## config.mk

```make
export PLATFORM = sky130hd
export DESIGN_NAME = lpeh_host_flat
export DESIGN_NICKNAME = d
export VERILOG_FILES = /design/src/lpeh_pkg.sv /design/src/lpeh_if.sv /design/src/lpeh_host.sv /design/src/flat_wrapper.sv
export SDC_FILE = /design/constraint.sdc
export NUM_CORES = 1
export LEC_CHECK = 0
export BUFFER_PORTS_ARGS = -buffer_cell sky130_fd_sc_hd__buf_2
export CORE_UTILIZATION = 50
export DETAILED_ROUTE_END_ITERATION = 8
export PLACE_DENSITY = 0.8
export SYNTH_ARGS = -nofsm -noshare
export SYNTH_HDL_FRONTEND = slang
export SYNTH_SLANG_ARGS = --single-unit
```

## constraint.sdc

```tcl
create_clock -name clk -period 2.2 [get_ports clk]
set_input_delay 0.22 -clock clk [delete_from_list [all_inputs] [get_ports clk]]
set_output_delay 0.22 -clock clk [all_outputs]
set_load 0.05 [all_outputs]
```

## src/lpeh_pkg.sv

```systemverilog
// Shared constants, types and helpers
`default_nettype none
package lpeh_pkg;

  // Power modes of the modelled controller
  typedef enum logic [2:0]
  {
    LPEH_AM    = 3'h0,
    LPEH_LPM0  = 3'h1,
    LPEH_LPM1  = 3'h2,
    LPEH_LPM2  = 3'h3,
    LPEH_LPM3  = 3'h4,
    LPEH_LPM4  = 3'h5,
    LPEH_LPMX5 = 3'h6
  } lpeh_mode_t;

  // Fault condition of the controller
  typedef enum logic [1:0]
  {
    LPEH_RUN       = 2'h0,
    LPEH_LOCK_ONE  = 2'h1,
    LPEH_LOCK_TWO  = 2'h2,
    LPEH_WAKE_HANG = 2'h3
  } lpeh_fault_t;

  // Device-side register indices on the interface register port
  localparam logic [1:0] LPEH_REG_LOCK = 2'h0;
  localparam logic [1:0] LPEH_REG_GENERAL = 2'h1;
  localparam logic [1:0] LPEH_REG_RSTPIN = 2'h2;
  // Field positions
  localparam int LPEH_GEN_PWR_BIT = 0;
  localparam int LPEH_GEN_LPMPWR_BIT = 1;
  localparam int LPEH_RST_RESEN_BIT = 0;
  localparam int LPEH_RST_PULLUP_BIT = 1;
  // Values after reset
  localparam logic [1:0] LPEH_GEN_RESET = 2'h3;
  localparam logic [1:0] LPEH_RSTPIN_RESET = 2'h3;
  // Unlock key in the upper byte of the lock register
  localparam logic [7:0] LPEH_NVM_PASSWORD = 8'hA5;

  // Controller register byte offsets on AXI4-Lite
  localparam logic [3:0] LPEH_AXI_CTRL = 4'h0;
  localparam logic [3:0] LPEH_AXI_PERIPH = 4'h4;
  localparam logic [3:0] LPEH_AXI_NVMWR = 4'h8;
  localparam logic [3:0] LPEH_AXI_STATUS = 4'hC;
  localparam logic [1:0] LPEH_RESP_OKAY = 2'h0;
  localparam logic [1:0] LPEH_RESP_SLVERR = 2'h2;

  // True for the deep modes that carry the entry hazards
  function automatic logic lpeh_is_deep(input lpeh_mode_t m);
    lpeh_is_deep = (m == LPEH_LPM2) || (m == LPEH_LPM3) || (m == LPEH_LPM4);
  endfunction : lpeh_is_deep

endpackage : lpeh_pkg
`default_nettype wire

```

## src/lpeh_if.sv

```systemverilog
// Interface joining controller and host
`timescale 1ns/1ps
`default_nettype none
interface lpeh_if;
  import lpeh_pkg::*;
  // Requests from the far side
  logic entryStrobe; // One-cycle power-mode entry request
  lpeh_mode_t targetMode; // Mode to enter with entryStrobe
  logic irqStrobe; // One-cycle interrupt request
  logic converterClkReq; // Converter asks for the oscillator clock
  logic serialClkReq; // Serial unit asks for the oscillator clock
  logic cpuClkReq; // Processor-started clock request
  logic subsysClkReq; // Subsystem clock is requested/running
  logic subsysFreqDiffers; // Subsystem clock differs from main clock
  logic groupAActive; // A group A peripheral is enabled
  logic groupBActive; // A group B peripheral is enabled
  logic pucStrobe; // Power-up clear (e.g. watchdog)
  logic borStrobe; // Brownout reset
  logic powerCycleStrobe; // Supply removed and restored
  logic regWrite; // One-cycle register write
  logic [1:0] regAddr; // Register index
  logic [15:0] regWdata; // Register write data
  // State reported by the device
  lpeh_mode_t powerMode;
  lpeh_fault_t faultState;
  logic nvmPowered;
  logic debugPullDown;
  logic resetPullUp;

  modport device
  (
    input entryStrobe, targetMode, irqStrobe, converterClkReq, serialClkReq, cpuClkReq,
    input subsysClkReq, subsysFreqDiffers, groupAActive, groupBActive,
    input pucStrobe, borStrobe, powerCycleStrobe, regWrite, regAddr, regWdata,
    output powerMode, faultState, nvmPowered, debugPullDown, resetPullUp
  );

  modport host
  (
    output entryStrobe, targetMode, irqStrobe, converterClkReq, serialClkReq, cpuClkReq,
    output subsysClkReq, subsysFreqDiffers, groupAActive, groupBActive,
    output pucStrobe, borStrobe, powerCycleStrobe, regWrite, regAddr, regWdata,
    input powerMode, faultState, nvmPowered, debugPullDown, resetPullUp
  );
endinterface : lpeh_if
`default_nettype wire

```

## src/lpeh_host.sv

```systemverilog
// Far-side end: AXI4-Lite controller and safe entry
`timescale 1ns/1ps
`default_nettype none
module lpeh_host
  import lpeh_pkg::*;
(
  input wire logic clk,
  input wire logic reset_n,
  lpeh_if.host link,
  input wire logic awvalid,
  output var logic awready,
  input wire logic [3:0] awaddr,
  input wire logic wvalid,
  output var logic wready,
  input wire logic [31:0] wdata,
  input wire logic [3:0] wstrb,
  output var logic bvalid,
  input wire logic bready,
  output var logic [1:0] bresp,
  input wire logic arvalid,
  output var logic arready,
  input wire logic [3:0] araddr,
  output var logic rvalid,
  input wire logic rready,
  output var logic [31:0] rdata,
  output var logic [1:0] rresp
);

  // Safe entry sequence steps
  typedef enum logic [2:0]
  {
    LPEH_SEQ_IDLE = 3'h0,
    LPEH_SEQ_UNLOCK = 3'h1,
    LPEH_SEQ_CLEAR = 3'h2,
    LPEH_SEQ_RELOCK = 3'h3,
    LPEH_SEQ_ENTER = 3'h4
  } lpeh_seq_t;

  // Whole host state
  typedef struct packed
  {
    logic awready; logic wready; logic bvalid; logic [1:0] bresp;
    logic arready; logic rvalid; logic [31:0] rdata; logic [1:0] rresp;
    logic awHave; logic [3:0] awAddr; logic wHave; logic [31:0] wData; logic wLane;
    logic safeMode; logic [6:0] periph; lpeh_seq_t seq; lpeh_mode_t pendMode; logic pendIrq;
    logic entry; lpeh_mode_t target; logic irq; logic power_up_clear; logic bor; logic pcyc;
    logic regWrite; logic [1:0] regAddr; logic [15:0] regWdata;
  } lpeh_host_state_t;

  lpeh_host_state_t s; // Registered state
  lpeh_host_state_t next_s; // Next value
  lpeh_mode_t reqMode; // Mode after safe substitution

  // Bus slave, command decode and entry sequence
  always_comb
  begin
    next_s = s;
    reqMode = lpeh_mode_t'(s.wData[2:0]);
    // Strobes last one cycle
    next_s.entry = 1'b0; next_s.irq = 1'b0; next_s.power_up_clear = 1'b0;
    next_s.bor = 1'b0; next_s.pcyc = 1'b0; next_s.regWrite = 1'b0;
    // AW and W in either order
    if (awvalid && s.awready)
    begin
      next_s.awHave = 1'b1; next_s.awAddr = awaddr;
    end
    if (wvalid && s.wready)
    begin
      next_s.wHave = 1'b1; next_s.wData = wdata; next_s.wLane = wstrb[0];
    end
    if (bready && s.bvalid)
    begin
      next_s.bvalid = 1'b0;
    end
    // Both halves held: act and answer
    if (s.awHave && s.wHave && !s.bvalid)
    begin
      next_s.awHave = 1'b0; next_s.wHave = 1'b0; next_s.bvalid = 1'b1;
      next_s.bresp = LPEH_RESP_OKAY;
      // One-group mode 3 would hang on wake: use mode 2
      if (s.safeMode && (reqMode == LPEH_LPM3) && (s.periph[5] ^ s.periph[6]))
      begin
        reqMode = LPEH_LPM2;
      end
      case (s.awAddr)
        LPEH_AXI_CTRL:
        begin
          if (s.wLane)
          begin
            next_s.safeMode = s.wData[8];
            next_s.power_up_clear = s.wData[5]; next_s.bor = s.wData[6]; next_s.pcyc = s.wData[7];
            if (s.wData[3] && (s.seq == LPEH_SEQ_IDLE))
            begin
              if (s.wData[8] && lpeh_is_deep(reqMode))
              begin
                // Deep entry only after memory sleeps
                next_s.seq = LPEH_SEQ_UNLOCK;
                next_s.pendMode = reqMode; next_s.pendIrq = s.wData[4];
              end
              else
              begin
                // Shallow and x.5, or any mode without the safe bit, entered directly
                next_s.entry = 1'b1; next_s.target = reqMode; next_s.irq = s.wData[4];
              end
            end
            else
            begin
              next_s.irq = s.wData[4];
            end
          end
        end
        LPEH_AXI_PERIPH:
        begin
          if (s.wLane)
          begin
            next_s.periph = s.wData[6:0];
          end
        end
        LPEH_AXI_NVMWR:
        begin
          if (s.wLane && (s.seq == LPEH_SEQ_IDLE))
          begin
            next_s.regWrite = 1'b1; next_s.regAddr = s.wData[17:16];
            next_s.regWdata = s.wData[15:0];
            // Keep resistor enabled; direction picks the pull
            if (s.safeMode && (s.wData[17:16] == LPEH_REG_RSTPIN))
            begin
              next_s.regWdata[LPEH_RST_RESEN_BIT] = 1'b1;
            end
          end
        end
        LPEH_AXI_STATUS: next_s.bresp = LPEH_RESP_OKAY;
        default: next_s.bresp = LPEH_RESP_SLVERR;
      endcase
    end
    next_s.awready = !next_s.awHave && !next_s.bvalid;
    next_s.wready = !next_s.wHave && !next_s.bvalid;
    // Read channel: one read at a time
    if (rready && s.rvalid)
    begin
      next_s.rvalid = 1'b0;
    end
    if (arvalid && s.arready)
    begin
      next_s.rvalid = 1'b1; next_s.rresp = LPEH_RESP_OKAY; next_s.rdata = 32'h0;
      case (araddr)
        LPEH_AXI_CTRL: next_s.rdata = {23'h0, s.safeMode, 8'h0};
        LPEH_AXI_PERIPH: next_s.rdata = {25'h0, s.periph};
        // Busy until the entry strobe has reached the device
        LPEH_AXI_STATUS: next_s.rdata = {23'h0, link.resetPullUp, link.debugPullDown, link.nvmPowered,
                                         link.faultState, link.powerMode, (s.seq != LPEH_SEQ_IDLE) || s.entry};
        LPEH_AXI_NVMWR: next_s.rdata = 32'h0;
        default: next_s.rresp = LPEH_RESP_SLVERR;
      endcase
    end
    next_s.arready = !next_s.rvalid;
    // Memory power-down, one write per cycle
    case (s.seq)
      LPEH_SEQ_IDLE: next_s.seq = next_s.seq;
      LPEH_SEQ_UNLOCK:
      begin
        next_s.regWrite = 1'b1; next_s.regAddr = LPEH_REG_LOCK;
        next_s.regWdata = {LPEH_NVM_PASSWORD, 8'h00}; next_s.seq = LPEH_SEQ_CLEAR;
      end
      LPEH_SEQ_CLEAR:
      begin
        next_s.regWrite = 1'b1; next_s.regAddr = LPEH_REG_GENERAL;
        next_s.regWdata = 16'h0000; next_s.seq = LPEH_SEQ_RELOCK;
      end
      LPEH_SEQ_RELOCK:
      begin
        next_s.regWrite = 1'b1; next_s.regAddr = LPEH_REG_LOCK;
        next_s.regWdata = 16'h0000; next_s.seq = LPEH_SEQ_ENTER;
      end
      LPEH_SEQ_ENTER:
      begin
        next_s.entry = 1'b1; next_s.target = s.pendMode; next_s.irq = s.pendIrq | next_s.irq;
        next_s.seq = LPEH_SEQ_IDLE;
      end
      default: next_s.seq = LPEH_SEQ_IDLE;
    endcase
  end

  // State register
  always_ff @(posedge clk or negedge reset_n)
  begin
    if (!reset_n)
    begin
      s <= '0;
    end
    else
    begin
      s <= next_s;
    end
  end

  // Outputs straight from flops
  assign awready = s.awready; assign wready = s.wready; assign bvalid = s.bvalid;
  assign bresp = s.bresp; assign arready = s.arready; assign rvalid = s.rvalid;
  assign rdata = s.rdata; assign rresp = s.rresp;
  assign link.entryStrobe = s.entry; assign link.targetMode = s.target;
  assign link.irqStrobe = s.irq; assign link.pucStrobe = s.power_up_clear;
  assign link.borStrobe = s.bor; assign link.powerCycleStrobe = s.pcyc;
  assign link.converterClkReq = s.periph[0]; assign link.serialClkReq = s.periph[1];
  assign link.cpuClkReq = s.periph[2]; assign link.subsysClkReq = s.periph[3];
  assign link.subsysFreqDiffers = s.periph[4]; assign link.groupAActive = s.periph[5];
  assign link.groupBActive = s.periph[6];
  assign link.regWrite = s.regWrite; assign link.regAddr = s.regAddr;
  assign link.regWdata = s.regWdata;

endmodule : lpeh_host
`default_nettype wire

```

## src/flat_wrapper.sv

```systemverilog
// flat-port wrapper written by rule: the top's interface ports become plain ports
module lpeh_host_flat import lpeh_pkg::*;
  (clk, reset_n, awvalid, awready, awaddr, wvalid, wready, wdata, wstrb, bvalid, bready, bresp, arvalid, arready, araddr, rvalid, rready, rdata, rresp, link_entryStrobe, link_targetMode, link_irqStrobe, link_converterClkReq, link_serialClkReq, link_cpuClkReq, link_subsysClkReq, link_subsysFreqDiffers, link_groupAActive, link_groupBActive, link_pucStrobe, link_borStrobe, link_powerCycleStrobe, link_regWrite, link_regAddr, link_regWdata, link_powerMode, link_faultState, link_nvmPowered, link_debugPullDown, link_resetPullUp);
  lpeh_if link_i ();
  input wire logic clk;
  input wire logic reset_n;
  input wire logic awvalid;
  output var logic awready;
  input wire logic [3:0] awaddr;
  input wire logic wvalid;
  output var logic wready;
  input wire logic [31:0] wdata;
  input wire logic [3:0] wstrb;
  output var logic bvalid;
  input wire logic bready;
  output var logic [1:0] bresp;
  input wire logic arvalid;
  output var logic arready;
  input wire logic [3:0] araddr;
  output var logic rvalid;
  input wire logic rready;
  output var logic [31:0] rdata;
  output var logic [1:0] rresp;
  output wire logic [$bits(link_i.entryStrobe)-1:0] link_entryStrobe;
  output wire logic [$bits(link_i.targetMode)-1:0] link_targetMode;
  output wire logic [$bits(link_i.irqStrobe)-1:0] link_irqStrobe;
  output wire logic [$bits(link_i.converterClkReq)-1:0] link_converterClkReq;
  output wire logic [$bits(link_i.serialClkReq)-1:0] link_serialClkReq;
  output wire logic [$bits(link_i.cpuClkReq)-1:0] link_cpuClkReq;
  output wire logic [$bits(link_i.subsysClkReq)-1:0] link_subsysClkReq;
  output wire logic [$bits(link_i.subsysFreqDiffers)-1:0] link_subsysFreqDiffers;
  output wire logic [$bits(link_i.groupAActive)-1:0] link_groupAActive;
  output wire logic [$bits(link_i.groupBActive)-1:0] link_groupBActive;
  output wire logic [$bits(link_i.pucStrobe)-1:0] link_pucStrobe;
  output wire logic [$bits(link_i.borStrobe)-1:0] link_borStrobe;
  output wire logic [$bits(link_i.powerCycleStrobe)-1:0] link_powerCycleStrobe;
  output wire logic [$bits(link_i.regWrite)-1:0] link_regWrite;
  output wire logic [$bits(link_i.regAddr)-1:0] link_regAddr;
  output wire logic [$bits(link_i.regWdata)-1:0] link_regWdata;
  input wire logic [$bits(link_i.powerMode)-1:0] link_powerMode;
  input wire logic [$bits(link_i.faultState)-1:0] link_faultState;
  input wire logic [$bits(link_i.nvmPowered)-1:0] link_nvmPowered;
  input wire logic [$bits(link_i.debugPullDown)-1:0] link_debugPullDown;
  input wire logic [$bits(link_i.resetPullUp)-1:0] link_resetPullUp;
  assign link_entryStrobe = link_i.entryStrobe;
  assign link_targetMode = link_i.targetMode;
  assign link_irqStrobe = link_i.irqStrobe;
  assign link_converterClkReq = link_i.converterClkReq;
  assign link_serialClkReq = link_i.serialClkReq;
  assign link_cpuClkReq = link_i.cpuClkReq;
  assign link_subsysClkReq = link_i.subsysClkReq;
  assign link_subsysFreqDiffers = link_i.subsysFreqDiffers;
  assign link_groupAActive = link_i.groupAActive;
  assign link_groupBActive = link_i.groupBActive;
  assign link_pucStrobe = link_i.pucStrobe;
  assign link_borStrobe = link_i.borStrobe;
  assign link_powerCycleStrobe = link_i.powerCycleStrobe;
  assign link_regWrite = link_i.regWrite;
  assign link_regAddr = link_i.regAddr;
  assign link_regWdata = link_i.regWdata;
  assign link_i.powerMode = link_powerMode;
  assign link_i.faultState = link_faultState;
  assign link_i.nvmPowered = link_nvmPowered;
  assign link_i.debugPullDown = link_debugPullDown;
  assign link_i.resetPullUp = link_resetPullUp;
  lpeh_host u_core (.clk(clk), .reset_n(reset_n), .link(link_i), .awvalid(awvalid), .awready(awready), .awaddr(awaddr), .wvalid(wvalid), .wready(wready), .wdata(wdata), .wstrb(wstrb), .bvalid(bvalid), .bready(bready), .bresp(bresp), .arvalid(arvalid), .arready(arready), .araddr(araddr), .rvalid(rvalid), .rready(rready), .rdata(rdata), .rresp(rresp));
endmodule
```

Word level (Yosys, flattened, before mapping) --
Index checks and enable logic that the tools add are counted.
Word-level totals: memories 0, memory bits (read-only) 0, bits in latches 0, register bits 122, bits in writable memories 0, input port bits 59
Operators by class: multiplexer cells 26, divide/modulo/power cells 0, shift operators 0, equal/unequal tests 21, add/subtract/negate cells 0, $mul 0, reductions and logical operators 42, bitwise gates (word level) 2, magnitude comparators 0
Operators with widths (number):
- 34-bit two-way mux | 2
- 19-bit one-hot mux with 3 select lines | 1
- 19-bit two-way mux | 2
- 35-bit two-way mux | 1
- 15-bit two-way mux | 2
- 9-bit one-hot mux with 3 select lines | 1
- 4-bit equality test, second input constant | 4
- 1-bit logical AND | 15
- 5-bit two-way mux | 3
- 5-bit AND reduction | 3
- 3-bit equality test, second input constant | 4
- 3-bit one-hot mux with 4 select lines | 1
- 4-bit nonzero test | 3
- 11-bit two-way mux | 1
- 3-bit by 2-bit equality test with 1-bit output, second input constant | 3
- 3-bit two-way mux | 3
- 3-bit AND reduction | 3
- 4-bit by 3-bit equality test with 1-bit output, second input constant | 2
- 4-bit zero test | 2
- 2-bit inequality test, second input constant | 4
- 2-bit nonzero test | 4
- 4-bit OR reduction | 2
- 7-bit two-way mux | 1
- 1-bit two-way mux | 6
- other kinds (10) | 18

Longest topological paths before layout --
Gate-level depths: netlist of the first run.
word-level depth 16, depth in mapped cells 6, gate-level depth less buffers 4

Worst setup path before layout of the first run --
No wires, ideal clock.
path type reg-to-reg, start reg u_core.s, in the netlist u_core.bvalid, end reg u_core.s, in the netlist u_core.link.regAddr[0], cell stages (with the launch flop) 7, period minus slack after synthesis 1.899 ns, arrival time 1.780 ns, setup slack 0.301 ns, required time 2.081 ns, path through dfrtp_1 -> and3b_1 -> buf_2 -> and4_4 -> buf_6 -> mux2_4 -> o21a_1
On the way: cells in the longest elaborated chain, start to end 4
RTL lines:
- from (decl) | line lpeh_host.sv:50 | lpeh_host_state_t s;
- from (signal assigned) | line lpeh_host.sv:193 | s <= next_s;
- 1-bit zero test | line lpeh_host.sv:76 | if (s.awHave && s.wHave && !s.bvalid)
- 1-bit logical AND | line lpeh_host.sv:76
- 4-bit nonzero test (no line)
- 3-bit AND reduction (no line)
Every way passes these cells. A chain may end at the register's enable or synchronous reset.

Final worst setup path of the first run --
start reg u_core.s, in the netlist u_core.bvalid, end reg u_core.s[30] (netlist name)
On the way: cells in the longest elaborated chain, start to end 3
RTL lines (line):
- 1-bit zero test | lpeh_host.sv:76
- 1-bit logical AND | lpeh_host.sv:76
- 5-bit AND reduction (no line)
Every way passes these cells.

==> impl_metrics.toml, run 1 <==
[worst_setup_path]
crit_type = "register to register"
crit_path_end_kind = "register"
start_kind = "register"
critPathMaxFanout = 10
crit_required_ns = 2.43
critical_path_arrival_ns = 2.07

[global_routing]
grt_max_degree = 44
grt_overflow = 0
grt_pass1_wl_um = 10800
antenna_found_initial = 0
grt_usage = 0.183
first_global_vias = 2262

[die]
ioPinCount = 134
die_x_um = 89.4
coreArea_um2 = 7330
die_y_um = 89.4
rows = 31
fp.dieArea_um2 = 7990
start_util = 0.521

[drt]
drt-initial-drc-count = 80
ant_nets = 0
wl_um = 6880
wire_per_inst_um = 14.1
dr.pass1.iters = 4
drc = 0
drt-vias-per-instance = 4.99
num_vias = 2428

[cells_and_area]
n_antenna_cell = 0
layout.nets = 442
area_delta_synth_final_pct = 12.9
drive_above_1_share = 0.392
multi_input_area_um2 = 1320
nFillCells = 637
seqCellArea_um2 = 2080
finalNonFillerCells = 487
final_area_um2 = 4310

[sta]
finalHoldViolations = 0
finalSetupViolations = 0
relSlewSlack = 0.596
maxSlewViolCount = 0
fin_setup_tns_ns = 0
timing.fmax_mhz = 544
holdWs_ns = 0.0696
rsz0062_at_grt = "false"
tightest_slew_ns = 0.604
fin_crit_ns = 1.84
clock_skew_ns = 0.00818
finalCritPeriodShare = 0.835

[clock_tree]
root_buffer = "clkbuf_8"
cts_max_level = 3
cts_tree = "built"
cts.sinks = 83
clockBufferDepth = 2
cts-resized-gates = 0
cts_setup_buffers = 0
cts_hold_buf = 1
cts_made_buffers = 9
clock_latency_ns = 0.34
cts.clk_slew.worst_paths_ns = 0.09

[logic_synthesis]
synth_top_family_by_area = "buffers and inverters"
synth-xor-area-share = 0.00459
ys_top_cells_by_area = "dfrtp_1 (54%), buf_4 (11%), mux2_2 (9.7%), a22o_1 (3.0%), mux2i_1 (2.6%)"
synthMuxAreaShare = 0.127
yosys-top-cells-count = "dfrtp_1 (83), buf_4 (58), mux2_2 (33)"
yosysWarnings = 0
synth_edf_count = 0
synth.top_cell.area_share = 0.544
yosys.area_share.simple = 0.0908
ys_seq_area_frac = 0.544
ys_async_sr_fraction = 1.00
ys_types = 42
synth_seq_cells = 83
syn-cell-area_um2 = 3820
syn_inst = 316
synth.most_common_cell = "dfrtp_1"
synth_top_cell_by_area = "dfrtp_1"
synth_compound_area_frac = 0.0987
synth_ff_type = "dfrtp_1"
postSynthAreaPerCell_um2 = 12.1
synth_fa_ha_area_frac = 0

[place]
hpwl_um = 5020
io_buffer_count = 91
gp_congestion = 0.774
place_area_um2 = 4060
numPlacedInstances = 470

[run_status]
outcome = "finished clean"

[pwr]
power.leakage_nw = 2.20
p_total_mw = 5.65
power_density_nw_per_um2 = 1310
peakVddDrop_mv = 0.722

[run]
maxCapViolCount = 0

[hold_path]
min_path_type = "input pin to register"
-- logic make-up (layout without fill, tap and decap cells) --
group | Yosys count | count (layout)
flops | 83 | 83
buf+inv | 73 | 121
simple gates | 61 | 61
mux | 44 | 44
other cells | 1 | 25
compound gates | 52 | 52
xor+xnor | 2 | 2
-- stage by stage --
step                setup WS (ns)  utilization
CTS                         0.375        0.588
global route                0.250        0.588
finish                      0.363        0.588
detailed placement          0.393        0.554
global placement            0.403        0.554
floorplan                   0.301            -
-- sequential cells by signal (all words and copies together), names as in the netlist, 2 cells and up --
signal                  cells
u_core.link.targetMode      3
u_core.link.regAddr         2
u_core.s                   33
u_core.link.regWdata       16
u_core.rdata                9
-- metal layers --
| metal | wire length, µm | GRT usage |
|---|---|---|
| met5 | 0 | 0 |
| met4 | 79 | 0.0722 |
| met1 | 3260 | 0.239 |
| met3 | 310 | 0.0416 |
| met2 | 3240 | 0.298 |
-- critical path, cell delays in order, from the launching register on --
cell      delay (ns)
dfrtp_1         0.41
and3b_1         0.42
nand4b_1        0.30
nor2_4          0.24
mux2_2          0.35
-- placed cells by master (no fill, tap or decap), types with 2 or more instances in the layout --
master     Yosys  layout
o21ai_0        9       9
mux2i_1       10      10
nand2_1       22      22
mux2_2        33      33
conb_1         1      25
nand3b_1       2       2
nand3_1        3       3
o31ai_1        9       9
and3b_1        2       2
dfrtp_1       83      83
nor2b_1        4       4
buf_2          2      90
nor3_1         3       3
a22o_1        13      13
xnor2_1        2       2
clkinv_2       0       2
a21oi_1        8       8
and2_1         5       5
buf_4         58       5
bufinv_16      0       3
a21o_1         2       2
inv_1          8       8
nand2b_1       2       2
nor2_1         9       9
nand4_1        2       2
clkbuf_8       0       9
o41ai_1        3       3
-- worst paths after layout --
kind	startpoint	end	slack, ns	depth (start not counted)
setup / recovery	u_core.bvalid	u_core.s[30]	0.36	4
hold reg to reg	u_core.rdata[8]	u_core.rdata[8]	0.48	2
setup reg to reg	u_core.bvalid	u_core.s[30]	0.36	4
hold / removal	araddr[0]	u_core.rdata[8]	0.07	2
max in group asynchronous	reset_n	u_core.link.cpuClkReq	1.19	3
min in group asynchronous	reset_n	u_core.link.regWdata[13]	0.39	2
-- power by group --
part / leakage [nW] / total [mW] / switching, mW / internal (mW)
Combinational: 1.01 / 2.00 / 1.33 / 0.676
Clock: 0.119 / 1.30 / 0.544 / 0.752
Sequential: 1.07 / 2.35 / 0.383 / 1.97
Total: 2.20 / 5.65 / 2.26 / 3.40
-- cell type report --
class | instances | area share
clock buffers | 9 | 0.0287
clock inverters | 7 | 0.0270
inverters | 8 | 0.00697
multi-input cells | 184 | 0.307
flip-flops and latches | 83 | 0.482
well taps | 99 | 0.0287
repair buffers | 97 | 0.120
(Power assumes the default switching activity.)
==> run 2: changes to the inputs <==
- clock period: 2.2 -> 1.82 ns (I/O delays scaled with it)
==> run 2 against run 1 <==
Cell area rose by 2.0%. Sequential cell count did not move. Critical path depth did not move. Worst hold slack got worse by 0.036 ns. Worst setup slack got worse by 0.25 ns. Core utilization rose by 1.2 points. Critical path type unchanged.
==> impl_metrics.toml, run 2 (synthesis gave the netlist of run 1 again) <==
[run_status]
outcome = "finished clean"

[drt]
num_vias = 2467
drt-initial-drc-count = 72
drt-vias-per-instance = 4.97
drc = 0
dr.pass1.iters = 4
wl_um = 7020
wire_per_inst_um = 14.2
ant_nets = 0

[sta]
finalHoldViolations = 0
relSlewSlack = 0.611
maxSlewViolCount = 0
fin_crit_ns = 1.70
fin_ws_ns = 0.116
rsz0062_at_grt = "true"
holdWs_ns = 0.0331
fin_setup_tns_ns = 0
clock_skew_ns = 0.0108
finalCritPeriodShare = 0.936
timing.fmax_mhz = 587
tightest_slew_ns = 0.582
finalSetupViolations = 0

[place]
place_area_um2 = 4120
io_buffer_count = 91
gp_congestion = 0.803
numPlacedInstances = 479
hpwl_um = 5240
dpl_worst_slack_ns = 0.0802

[global_routing]
grt_pass1_wl_um = 11100
antenna_found_initial = 0
grt_usage = 0.186
grt_max_degree = 42
grt_overflow = 0
first_global_vias = 2307

[worst_setup_path]
worstSetupStartpoint = "u_core.s[32]"
critical_path_arrival_ns = 1.94
reg2reg_slack_ns = 0.12
critPathMaxStageDelay_ns = 0.44
critPathMaxFanout = 5
crit_chain = "nor3_1 -> and4_4 -> mux2_4 -> o21a_1"
start_kind = "register"
crit_type = "register to register"
crit_slowest_cell = "dfrtp_1"
crit_path_end_kind = "register"
crit_required_ns = 2.05
r2r-start = "u_core.s[32]"

[die]
rows = 31
die_y_um = 89.4
die_x_um = 89.4
start_util = 0.521
fp.dieArea_um2 = 7990
ioPinCount = 134
coreArea_um2 = 7330

[run]
maxCapViolCount = 0

[clock_tree]
root_buffer = "clkbuf_8"
cts.sinks = 83
cts.clk_slew.worst_paths_ns = 0.08
clock_latency_ns = 0.34
cts_max_level = 3
clockBufferDepth = 2
cts_tree = "built"
cts_made_buffers = 9

[cells_and_area]
n_antenna_cell = 0
mostFrequentLayoutCells = "buf_2 (90), dfrtp_1 (82), mux2_2 (33)"
final_common_cell = "buf_2"
nFillCells = 620
final_area_um2 = 4400
largest_reg_flops = 33
layout.nets = 452
top_register = "u_core.s"
finalNonFillerCells = 496
area_delta_synth_final_pct = 15.2
drive_above_1_share = 0.411
final_core_util = 0.600

[pwr]
power_density_nw_per_um2 = 1600
p_total_mw = 7.06
power.leakage_nw = 2.25
peakVddDrop_mv = 0.880

[hold_path]
holdCritStartpoint = "araddr[0]"
min_path_type = "input pin to register"
[run 2: power breakdown]
part	internal, mW	switching [mW]
Clock	1.08	0.621
Combinational	0.875	1.63
Sequential	2.39	0.464
Total	4.34	2.72
[run 2: worst paths after layout]
check                                            to  cells past startpoint
max                          u_core.link.regAddr[0]                      4
min                                 u_core.rdata[8]                      2
max reg2reg                  u_core.link.regAddr[0]                      4
min reg2reg                         u_core.rdata[8]                      2
max in group asynchronous              u_core.s[31]                      3
min in group asynchronous  u_core.link.regWdata[10]                      2
[run 2: critical path: cells and delay by family, from the launching register on]
family / cells / cell delay (ns)
flip-flops: 1 / 0.44
multiplexers: 1 / 0.30
AND/OR/NAND/NOR: 2 / 0.69
AO/OA/AOI/OAI: 1 / 0.16
[run 2: what timing repair did]
action                                  in CTS  in global routing
buffers inserted                             0                  1
endpoints found under the setup margin       0                 13
gates resized for setup                      0                  1
hold buffers                                 1                  0
endpoints found under the hold margin       38                  0
[run 2: cell type report]
cell class              instances  area, µm²  share of cell area
repair buffers                107        581               0.132
multi-input cells             184       1320               0.301
flip-flops and latches         83       2080               0.473
clock buffers                  10        138              0.0313
clock inverters                 5        125              0.0284
well taps                      99        124              0.0282
inverters                       8       30.0             0.00683
[run 2: layer usage]
layer / global-route usage / part of all wire / vias to the layer above
li1: - / - / 1177
met1: 0.248 / 0.46 / 1190
met2: 0.301 / 0.48 / 88
met3: 0.0388 / 0.045 / 12
met4: 0.0664 / 0.014 / 0
met5: 0 / 0 / -
